## src/logic/uhr_pkg.sv

```systemverilog
// constants for the host controller miscellaneous and buffer control registers
package uhr_pkg;
   // ********************************************************************
   // command codes
   // ********************************************************************
   localparam logic [7:0] CMD_ID_RD      = 8'h27;
   localparam logic [7:0] CMD_SCRATCH_RD = 8'h28;
   localparam logic [7:0] CMD_SCRATCH_WR = 8'hA8;
   localparam logic [7:0] CMD_SWRST_WR   = 8'hA9;
   localparam logic [7:0] CMD_ISOLEN_RD  = 8'h2A;
   localparam logic [7:0] CMD_ISOLEN_WR  = 8'hAA;
   localparam logic [7:0] CMD_ACKLEN_RD  = 8'h2B;
   localparam logic [7:0] CMD_ACKLEN_WR  = 8'hAB;
   localparam logic [7:0] CMD_STATUS_RD  = 8'h2C;
   localparam logic [7:0] CMD_ISOPORT_RD = 8'h40;
   localparam logic [7:0] CMD_ISOPORT_WR = 8'hC0;
   localparam logic [7:0] CMD_ACKPORT_RD = 8'h41;
   localparam logic [7:0] CMD_ACKPORT_WR = 8'hC1;
   // ********************************************************************
   // values and field positions
   // ********************************************************************
   localparam logic [15:0] SWRST_VALUE   = 16'h00F6;
   localparam logic [15:0] WORD_RESET    = 16'h0000;
   localparam logic [15:0] PTR_STEP      = 16'h0002;
   localparam logic [15:0] TOTAL_RAM     = 16'h1000;
   localparam int          ST_ISO0_FULL  = 0;
   localparam int          ST_ISO1_FULL  = 1;
   localparam int          ST_ACK_FULL   = 2;
   localparam int          ST_ISO0_DONE  = 3;
   localparam int          ST_ISO1_DONE  = 4;
   localparam int          ST_ACK_DONE   = 5;
   localparam int          ST_USED       = 6;
   // ********************************************************************
   // data port state
   // ********************************************************************
   typedef enum logic [1:0] {UHR_IDLE, UHR_ISO, UHR_ACK} uhr_port_t;
endpackage : uhr_pkg

```

## src/logic/uhr_regs.sv

```systemverilog
// miscellaneous and buffer-ram control registers of the embedded usb host controller
//
// Contract
// [RL1] read code 27 returns the read-only id word, product in the upper byte, revision below.
// [RL2] a 16-bit scratch word resets to zero, is written by code A8 and read back by code 28.
// [RL3] writing F6H with code A9 returns every register to default but leaves buffer ram alone.
// [RL4] a 16-bit isochronous length, written AA and read 2A, sizes both isochronous buffers.
// [RL5] a 16-bit acknowledged length, written AB and read 2B, resets to zero.
// [RL6] software keeps acknowledged length plus twice the isochronous length within 1000H.
// [RL7] status bits 5, 4, 3 flag acknowledged, iso 1 and iso 0 buffers read by the controller.
// [RL8] status bits 2, 1, 0 flag acknowledged, iso 1 and iso 0 buffers full.
// [RL9] software loads the transfer count and checks status before using a data port.
// [RL10] each data-port word moves the pointer by two until the count, then ends the transfer.
// [RL11] a software-reset write with any other value changes nothing.
// [RL12] status bits 15 to 6 read zero and all flags are zero after reset.
`timescale 1ns/10ps
module uhr_regs #(
   parameter logic [15:0] ID_WORD = 16'h5A01  // arbitrary value
) (
   input  wire logic        clk,
   input  wire logic        rst,
   input  wire logic        ce,
   input  wire logic        cmd_valid,
   input  wire logic [7:0]  cmd_code,
   input  wire logic        wr_valid,
   input  wire logic [15:0] wr_data,
   input  wire logic        rd_strobe,
   output logic      [15:0] rd_data,
   input  wire logic [15:0] transfer_byte_counter,
   input  wire logic [2:0]  buffer_done_set,
   input  wire logic [2:0]  buffer_done_clr,
   input  wire logic [2:0]  buffer_read_set,
   input  wire logic [2:0]  buffer_read_clr,
   output logic      [15:0] isochronous_length_field,
   output logic      [15:0] acknowledged_length_field,
   output logic      [15:0] buffer_pointer,
   output logic             port_access,
   output logic             end_of_transfer,
   output logic             soft_reset_pulse,
   output logic             length_overflow
);
   // ********************************************************************
   // state
   // ********************************************************************
   typedef struct packed {
      logic [7:0]         cmd;
      uhr_pkg::uhr_port_t port;
      logic [15:0]        scratch_word;
      logic [15:0]        iso_len;
      logic [15:0]        ack_len;
      logic [15:0]        ptr;
      logic [2:0]         full;
      logic [2:0]         done;
      logic [15:0]        rdata;
      logic               eot;
      logic               srst;
   } uhr_state_t;

   uhr_state_t st;
   uhr_state_t next_st;
   logic       access;
   logic       write_now;
   logic [17:0] total_len;

   assign access    = ce && (rd_strobe || wr_valid) && (st.port != uhr_pkg::UHR_IDLE);
   assign write_now = ce && wr_valid;
   // total is 18 bits: ack length plus twice a full-scale iso length needs them all
   assign total_len = {2'b00, st.ack_len} + {1'b0, st.iso_len, 1'b0};

   // ********************************************************************
   // next state
   // ********************************************************************
   always_comb begin
      next_st      = st;
      next_st.eot  = 1'b0;
      next_st.srst = 1'b0;
      if (cmd_valid) begin
         next_st.cmd = cmd_code;
         case (cmd_code)
            uhr_pkg::CMD_ISOPORT_RD, uhr_pkg::CMD_ISOPORT_WR: begin
               next_st.port = uhr_pkg::UHR_ISO;
               next_st.ptr  = uhr_pkg::WORD_RESET;
            end
            uhr_pkg::CMD_ACKPORT_RD, uhr_pkg::CMD_ACKPORT_WR: begin
               next_st.port = uhr_pkg::UHR_ACK;
               next_st.ptr  = uhr_pkg::WORD_RESET;
            end
            default: next_st.port = uhr_pkg::UHR_IDLE;
         endcase
         case (cmd_code)
            uhr_pkg::CMD_ID_RD:      next_st.rdata = ID_WORD;                            // [RL1]
            uhr_pkg::CMD_SCRATCH_RD: next_st.rdata = st.scratch_word;                    // [RL2]
            uhr_pkg::CMD_ISOLEN_RD:  next_st.rdata = st.iso_len;                         // [RL4]
            uhr_pkg::CMD_ACKLEN_RD:  next_st.rdata = st.ack_len;                         // [RL5]
            uhr_pkg::CMD_STATUS_RD:  next_st.rdata = {10'h000, st.done, st.full};        // [RL7] [RL8] [RL12]
            default:                 next_st.rdata = uhr_pkg::WORD_RESET;
         endcase
      end else if (write_now) begin
         case (st.cmd)
            uhr_pkg::CMD_SCRATCH_WR: next_st.scratch_word = wr_data;                     // [RL2]
            uhr_pkg::CMD_ISOLEN_WR:  next_st.iso_len      = wr_data;                     // [RL4]
            uhr_pkg::CMD_ACKLEN_WR:  next_st.ack_len      = wr_data;                     // [RL5]
            uhr_pkg::CMD_SWRST_WR:   next_st.srst = (wr_data == uhr_pkg::SWRST_VALUE);   // [RL3] [RL11]
            default: ;
         endcase
      end
      // data port: pointer walks in words, end fires once the count is reached
      if (!cmd_valid && access && st.ptr < transfer_byte_counter) begin
         next_st.ptr = st.ptr + uhr_pkg::PTR_STEP;                                       // [RL10]
         if (st.ptr + uhr_pkg::PTR_STEP >= transfer_byte_counter) begin
            next_st.eot  = 1'b1;                                                         // [RL10]
            next_st.port = uhr_pkg::UHR_IDLE;
         end
      end
      // set wins over clear for each flag
      next_st.full = (st.full & ~buffer_read_clr) | buffer_read_set;                     // [RL8]
      next_st.done = (st.done & ~buffer_done_clr) | buffer_done_set;                     // [RL7]
      if (st.srst) begin
         next_st = '0;                                                                   // [RL3]
      end
   end

   // ********************************************************************
   // registers
   // ********************************************************************
   always_ff @(posedge clk) begin
      if (rst) begin
         st <= '0;                                                                       // [RL12]
      end else if (ce) begin
         st <= next_st;
      end
   end

   assign rd_data                   = st.rdata;
   assign isochronous_length_field  = st.iso_len;
   assign acknowledged_length_field = st.ack_len;
   assign buffer_pointer            = st.ptr;
   assign port_access               = access;
   assign end_of_transfer           = st.eot;
   assign soft_reset_pulse          = st.srst;
   // flag only: the device does not enforce the partition limit
   assign length_overflow           = total_len > {2'b00, uhr_pkg::TOTAL_RAM};            // [RL6]
endmodule : uhr_regs

```

## config.mk

```make
export PLATFORM = sky130hd
export DESIGN_NAME = uhr_regs
export DESIGN_NICKNAME = d
export VERILOG_FILES = /design/src/logic/uhr_pkg.sv /design/src/logic/uhr_regs.sv
export SDC_FILE = /design/constraint.sdc
export NUM_CORES = 1
export LEC_CHECK = 0
export ABC_CLOCK_PERIOD_IN_PS = 2560
export BUFFER_PORTS_ARGS = -buffer_cell sky130_fd_sc_hd__buf_2
export CAP_MARGIN = 20
export CORE_MARGIN = 2
export CORE_UTILIZATION = 30
export DETAILED_ROUTE_END_ITERATION = 8
export PLACE_DENSITY = 0.48
export SLEW_MARGIN = 0
export SYNTH_ARGS = -nofsm -noshare
export SYNTH_HDL_FRONTEND = slang
export SYNTH_SLANG_ARGS = --single-unit
```

## constraint.sdc

```tcl
create_clock -name clk -period 2.56 [get_ports clk]
set_input_delay 0.256 -clock clk [delete_from_list [all_inputs] [get_ports clk]]
set_output_delay 0.256 -clock clk [all_outputs]
set_load 0.05 [all_outputs]
```

# [Word level (Yosys, flattened, before mapping)]
# Index checks and enable logic that the tools add are counted.
[classes] add_sub_neg=2 n_lt_le_gt_ge=3 n_eq_ne=15 mux=20 bitwise_logic=6 reduce_logical=23
[ops] cell="$mux W16" n=7
[ops] cell="$mux W98" n=1
[ops] cell="$mux W48" n=2
[ops] cell="$pmux W16 S5" n=1
[ops] cell="$eq A8 B8 Y1 const B" n=6
[ops] cell="$eq A8 B6 Y1 const B" n=5
[ops] cell="$add A16 B17 Y18" n=1
[ops] cell="$gt A18 B13 Y1 const B" n=1
[ops] cell="$add A16 B2 Y16 const B" n=1
[ops] cell="$eq A16 B8 Y1 const B" n=1
[ops] cell="$eq A8 B7 Y1 const B" n=2
[ops] cell="$ge A16 B16 Y1" n=1
[ops] cell="$lt A16 B16 Y1" n=1
[ops] cell="$reduce_and A4 Y1" n=3
[ops] cell="$reduce_bool A2 Y1" n=6
[ops] cell="$mux W10" n=1
[ops] cell="$and A3 B3 Y3" n=2
[ops] cell="$not A3 Y3" n=2
[ops] cell="$or A3 B3 Y3" n=2
[ops] cell="$reduce_bool A3 Y1" n=2
[ops] cell="$logic_and A1 B1 Y1" n=5
[ops] cell="$mux W1" n=5
[ops] cell="$mux W2" n=2
[ops] cell="$pmux W2 S2" n=1
[ops] cell="other kinds (7)" n=8
[totals] reg_bits=98 in_bits=58 output_inout_bits=68 word_cells=80

# [Logic depth before layout (Yosys ltp)]
# Gate-level depths: netlist of the first run.
[depth] ltp_word=7 depth_mapped=13 depth_no_buf=13

# [Worst setup path before layout of the first run]
# Ideal clock, no wire load.
[synth_path] kind="register -> output" start="reg st (netlist bit isochronous_length_field[0])" end="out length_overflow" arrival_ns=2.718 slack_ns=-0.414 path_stages_with_launch=10 n_path_buf=0 cell_sequence="dfxtp_1 ha_1 fa_1 a21o_1 and4_1 o22ai_1 mux2i_1 o2111ai_1 a2111oi_0 o2111ai_1"
[synth_via] elab_chain_cells=2
[synth_rtl] item="start, declared" line_no="uhr_regs.sv:59" source="uhr_state_t st;"
[synth_rtl] item="start signal, assigned" line_no="uhr_regs.sv:130" source="st <= next_st;"
[synth_rtl] item="$add A16 B17 Y18" line_no="uhr_regs.sv:68" source="assign total_len = {2'b00, st.ack_len} + {1'b0, st.iso_len, 1'b0};"
[synth_rtl] item="$gt A18 B13 Y1" line_no="uhr_regs.sv:142" source="assign length_overflow = total_len > {2'b00, uhr_pkg::TOTAL_RAM};"
[synth_rtl] item="end, declared" line_no="uhr_regs.sv:40" source="output logic length_overflow"
# No other way between the ends.

# [Final worst setup path of the first run]
# Ends and elaborated chain as after synthesis.

==> results of run 1 <==
timing repair:
item / CTS / global route
endpoints found under the setup margin: 4 / 10
cloned: 0 / 1
buffers inserted: 0 / 5
hold endpoints to repair: 0 / 0
pin swaps: 10 / 9
resized for setup: 15 / 10
power groups by stage:
stage                     clock network [mW]  registers [mW]  logic (mW)
final                                   1.38            1.53       0.256
after global routing                    1.48            1.53       0.283
after CTS                               1.43            1.53       0.251
after detailed placement                   0            1.57       0.248
after global placement                     0            1.57       0.248
after floorplan                            0            1.56       0.145
cell families (layout without fill, tap and decap cells):
group / after synthesis / in the layout / share of synthesized area
AO/OA/AOI/OAI: 163 / 164 / 0.182
XOR/XNOR: 11 / 11 / 0.0149
adder cells (fa/ha/maj): 47 / 47 / 0.0921
buffers and inverters: 123 / 253 / 0.112
flip-flops: 97 / 97 / 0.300
multiplexers: 75 / 75 / 0.116
other: 1 / 1 / 0.000580
AND/OR/NAND/NOR: 234 / 234 / 0.182
layout make-up:
class                   count  area (µm²)
fillers                  2217       13100
multi-input cells         532        4000
flip-flops and latches     97        1950
repair buffers            213        1310
well taps                 275         344
clock buffers               9         225
inverters                  24        90.1
clock inverters             7        68.8
cell usage in the layout (no fill, tap or decap), drive strengths merged, types with 4 or more instances in the layout:
cell and count:
a221o 4, a21bo 4, o2bb2ai 6, a21o 15, ha 46, nor4 5
nand4 5, a22oi 21, o22ai 7, or2 9, nor2 111, nor3 6
xnor2 9, buf 213, inv 29, dfxtp 97, a22o 6, nand2 21
o2111ai 4, clkbuf 9, o21a 4, a2bb2oi 5, nand2b 7, a21oi 31
nor2b 24, and2 4, a31oi 5, a211oi 4, and3 10, nand3 13
mux2i 74, o21ai 24
per-stage QoR:
stage	setup slack (ps)	utilization	instance area, µm²	TNS [ps]	hold slack (ps)
CTS	-600	0.374	7890	-633	147
finish	-598	0.379	7990	-626	153
detailed placement	-286	0.357	7530	-894	470
floorplan	-5.54	-	6560	-5.54	416
global placement	-216	0.357	7530	-598	458
global route	-722	0.379	7990	-1080	163
routing by layer:
| metal | up-vias | global-route usage | share of wire |
|---|---|---|---|
| met1 | 2700 | 0.244 | 0.48 |
| met2 | 149 | 0.290 | 0.46 |
| li1 | 2889 | - | - |
| met4 | 0 | 0.0425 | 0.015 |
| met3 | 17 | 0.0283 | 0.049 |
| met5 | - | 0 | 0 |
path summary, 6_finish.rpt:
| kind | start | end | slack, ps | cells past startpoint |
|---|---|---|---|---|
| max | isochronous_length_field[0] | length_overflow | -600 | 11 |
| max reg2reg | buffer_pointer[1] | st[89] | -20 | 13 |
| min | buffer_read_set[1] | st[22] | 150 | 3 |
| min reg2reg | st[97] | st[97] | 480 | 2 |
sequential cells by signal (all words and copies together), names as in the netlist:
| signal | cells |
|---|---|
| acknowledged_length_field | 16 |
| buffer_pointer | 15 |
| end_of_transfer | 1 |
| isochronous_length_field | 16 |
| rd_data | 16 |
| soft_reset_pulse | 1 |
| st | 32 |
critical path, delay by kind of cell (launching register included):
| kind | cells | cell delay [ps] |
|---|---|---|
| simple gates | 1 | 200 |
| buf+inv | 2 | 370 |
| flops | 1 | 330 |
| compound gates | 5 | 860 |
| mux | 1 | 230 |
| fa+ha+maj | 2 | 570 |
==> run_results.csv, run 1 <==
group,metric,value,unit
logic_synthesis,yosysWarnings,0,
logic_synthesis,ys_top_cells_by_count,"108 x nor2_1, 97 x dfxtp_1, 74 x mux2i_1",
logic_synthesis,synth-edff-count,0,
critical_path,end_kind,"primary output",
logic_synthesis,ys_seq_elements,97,
pwr,clkPwrFrac,0.436,
grt,grt_pass1_wl,31.0,mm
logic_synthesis,synth_nets,856,
critical_path,crit_type,"register to primary output",
logic_synthesis,ys_types,67,
logic_synthesis,postSynthAreaPerCell,8.61,µm²
placed_design,gp_congestion,0.853,
cells_and_area,nNetsFinal,982,
cells_and_area,diodes,0,
timing,rsz0062_at_grt,"yes",
drt,drc,0,
critical_path,critPathMaxStageDelay,380,ps
clock_tree,path_clk_slew,80,ps
logic_synthesis,synthCells,751,
die,rows,53,
pwr,power.density,396,nW/µm²
pwr,p_total,3.17,mW
timing,finalCriticalPeriod,3160,ps
timing,tightest_slew,689,ps
timing,period_share,1.23,
grt,grt_pass1_vias,5622,
clock_tree,tritoncts,"done",
clock_tree,cts-htree-levels,3,
pwr,power_frac_seq,0.483,
placed_design,detailed_place_hpwl,15.2,mm
critical_path,cp_max_fo,3,
clock_tree,clk_latency,360,ps
outcome,run_status,"finished, violations left",
grt,antenna_found_initial,0,
logic_synthesis,synth-main-ff-cell,"dfxtp_1",
critical_path,path_cells,"ha_2 -> fa_2 -> a21o_1 -> and4_1 -> o22ai_2 -> mux2i_1 -> o2111ai_1 -> a2111oi_2 -> buf_4 -> o2111ai_4 -> buf_6",
critical_path,cp_slowest_cell,"fa_2",
drt,wl,20.1,mm
pwr,switching_share,0.271,
clock_tree,cts_sinks,97,
cells_and_area,area_growth,23.6,%
die,fp.dieArea,22700,µm²
logic_synthesis,synthTopCellsByArea,"dfxtp_1 30%, mux2i_1 11%, ha_1 8.9%",
die,design.portCount,126,
cells_and_area,final_layout_size_suffix_gt1_frac,0.317,
grt,gr-total-overflow,0,
critical_path,startpoint_type,"register",
timing,slew-limit-headroom,0.541,
timing,finalHoldViolations,0,
grt,grt_max_degree,56,
pwr,ir_drop,0.000304,V
cells_and_area,stdcell_count,1157,
placed_design,post-place-cells,1134,
timing,slew_violations,0,
pwr,p_switching,0.858,mW
logic_synthesis,async_reset_ff_frac,0,
logic_synthesis,synth_largest_area_cell,"dfxtp_1",
grt,grt_usage,0.177,
clock_tree,clock_path_buffers,2,
drt,ant_nets,0,
drt,wire_per_inst,17.3,µm
die,die_w,151,µm
logic_synthesis,yosysSeqAreaShare,0.300,
placed_design,portBuffers,124,
logic_synthesis,syn_area,6470,µm²
critical_path,critPathArrivalTime,2900,ps
drt,drt_iter0_drc,268,
timing,final.setup_skew,11.4,ps
drt,vias_per_cell,4.97,
clock_tree,cts-buffers-inserted,9,
drt,firstDrtPassIters,4,
die,initial_core_util,0.307,
outcome,violations,"negative setup slack",
pwr,p_int,2.31,mW
timing,timing.final.ws_setup,-598,ps
timing,setup_viol,3,
die,die_h,151,µm
critical_path,required,2300,ps
drt,via_count,5755,
logic_synthesis,yosysTopAreaCellShare,0.300,
timing,max_freq,0.317,GHz
pwr,power_leakage,3.88,nW
clock_tree,cts_hold_buffers,0,
die,core-area,21100,µm²
min_path,hold_class,"input port to register",
clock_tree,root_buffer,"clkbuf_16",
logic_synthesis,synth.most_common_cell,"nor2_1",
pwr,pwr-share-comb,0.081,
flow_run,cap_violations,0,
No activity file was read; power rests on OpenSTA's default activity.
==> run 2: changes to the inputs <==
==> constraint.sdc (replaced) <==
create_clock -name clk -period 2.56 [get_ports clk]
set_input_delay 0.512 -clock clk [delete_from_list [all_inputs] [get_ports clk]]
set_output_delay 0.512 -clock clk [all_outputs]
set_load 0.05 [all_outputs]
==> run_results.csv, run 2 (synthesized netlist as in run 1, its figures left out) <==
group,metric,value,unit
outcome,run_status,"finished, violations left",
outcome,violations,"negative setup slack",
die,fp.dieArea,22700,µm²
cells_and_area,stdcell_count,1180,
drt,drt_iter0_drc,287,
cells_and_area,regArea,1950,µm²
timing,finalHoldViolations,0,
clock_tree,cts_sinks,97,
clock_tree,cts-htree-levels,3,
cells_and_area,largest_register_ffs,32,
drt,wire_per_inst,17.1,µm
die,die_h,151,µm
pwr,power.density,397,nW/µm²
timing,period_share,1.32,
clock_tree,tritoncts,"done",
cells_and_area,final_common_cell,"buf_2",
critical_path,cp_max_fo,3,
grt,grt_max_degree,46,
cells_and_area,diodes,0,
cells_and_area,final_layout_size_suffix_gt1_frac,0.339,
clock_tree,cts-buffers-inserted,9,
critical_path,startpoint_type,"register",
critical_path,cp_slowest_cell,"fa_2",
placed_design,portBuffers,124,
pwr,ir_drop,0.000293,V
drt,via_count,5795,
placed_design,place_area,7760,µm²
critical_path,crit_type,"register to primary output",
clock_tree,clk_latency,360,ps
critical_path,cp_num_buf_inv,2,
cells_and_area,fillerInstances,2194,
cells_and_area,top_register,"st",
timing,slew_violations,0,
critical_path,path_cells,"ha_4 -> fa_2 -> a21o_1 -> and4_1 -> o22ai_2 -> mux2i_1 -> o2111ai_1 -> a2111oi_2 -> buf_4 -> o2111ai_4 -> buf_6",
critical_path,required,2050,ps
pwr,p_total,3.27,mW
grt,grt_usage,0.177,
placed_design,detailed_place_hpwl,15.5,mm
timing,finalCriticalPeriod,3390,ps
critical_path,path_delay_family,"compound AO/OA/AOI/OAI gates",
grt,antenna_found_initial,0,
pwr,power_leakage,4.02,nW
min_path,hold_class,"input port to register",
timing,holdWs,414,ps
clock_tree,path_clk_slew,70,ps
grt,grt_pass1_vias,5652,
grt,grt_pass1_wl,30.9,mm
drt,firstDrtPassIters,4,
die,core-area,21100,µm²
timing,slew-limit-headroom,0.496,
drt,vias_per_cell,4.91,
cells_and_area,final_cell_mix,"123 x buf_2, 108 x buf_4, 107 x nor2_1",
placed_design,gp_congestion,0.840,
clock_tree,root_buffer,"clkbuf_16",
timing,rsz0062_at_grt,"yes",
cells_and_area,multi_input_area,4030,µm²
cells_and_area,area_growth,27.7,%
timing,setup_viol,4,
drt,ant_nets,0,
die,die_w,151,µm
drt,wl,20.2,mm
critical_path,critPathArrivalTime,2870,ps
drt,drc,0,
critical_path,critPathMaxStageDelay,370,ps
timing,final.setup_skew,10.1,ps
cells_and_area,nNetsFinal,1005,
die,design.portCount,126,
timing,max_freq,0.295,GHz
critical_path,end_kind,"primary output",
timing,timing.final.ws_setup,-825,ps
timing,tightest_slew,753,ps
grt,gr-total-overflow,0,
clock_tree,clock_path_buffers,2,
die,rows,53,
die,initial_core_util,0.307,
timing,tns,-946,ps
flow_run,cap_violations,0,
cells_and_area,finalInstanceArea,8260,µm²
placed_design,post-place-cells,1159,
-- run 2: area by class of cell --
type	instances	area share
clock buffers	9	0.0273
clock inverters	7	0.0115
inverters	24	0.0112
multi-input cells	532	0.489
flip-flops and latches	97	0.237
well taps	275	0.0417
repair buffers	236	0.183
-- run 2: timing repair --
item	4_1_cts	5_1_grt
resized for setup	13	16
setup buffers	2	4
cloned	0	1
hold buffers	0	0
pin swaps	8	16
setup endpoints to repair	4	19
-- run 2: metrics by stage --
stage               setup slack (ps)  utilization
finish                          -825        0.392
global route                    -966        0.392
CTS                             -813        0.387
detailed placement              -487        0.368
global placement                -470        0.367
floorplan                       -234            -
-- run 2: metal layers --
metal / vias up / track usage / wire length (µm)
li1: 2934 / - / -
met4: 0 / 0.0402 / 214
met2: 130 / 0.292 / 9330
met1: 2719 / 0.245 / 9850
met5: - / 0 / 0
met3: 12 / 0.0256 / 783
-- run 2: final timing paths --
kind / startpoint / endpoint / slack, ps / cells after the start
setup / recovery: acknowledged_length_field[1] / length_overflow / -830 / 11
hold reg to reg: st[93] / st[93] / 500 / 2
setup reg to reg: buffer_pointer[1] / end_of_transfer / -60 / 11
hold / removal: buffer_done_set[0] / st[18] / 410 / 3
-- run 2: worst register-to-register path: cells and delay by family, from the launching register on --
kind,cells,cell delay (ps)
AOI/OAI and AO/OA,3,740
DFF,1,380
and+or+nand+nor,6,1060
adders and majority gates,2,400
-- run 2: power by group --
part           internal [mW]  leakage, nW  switching [mW]
Clock                  0.788        0.157           0.689
Sequential              1.52        0.786          0.0111
Combinational          0.110         3.08           0.158
Total                   2.42         4.02           0.858
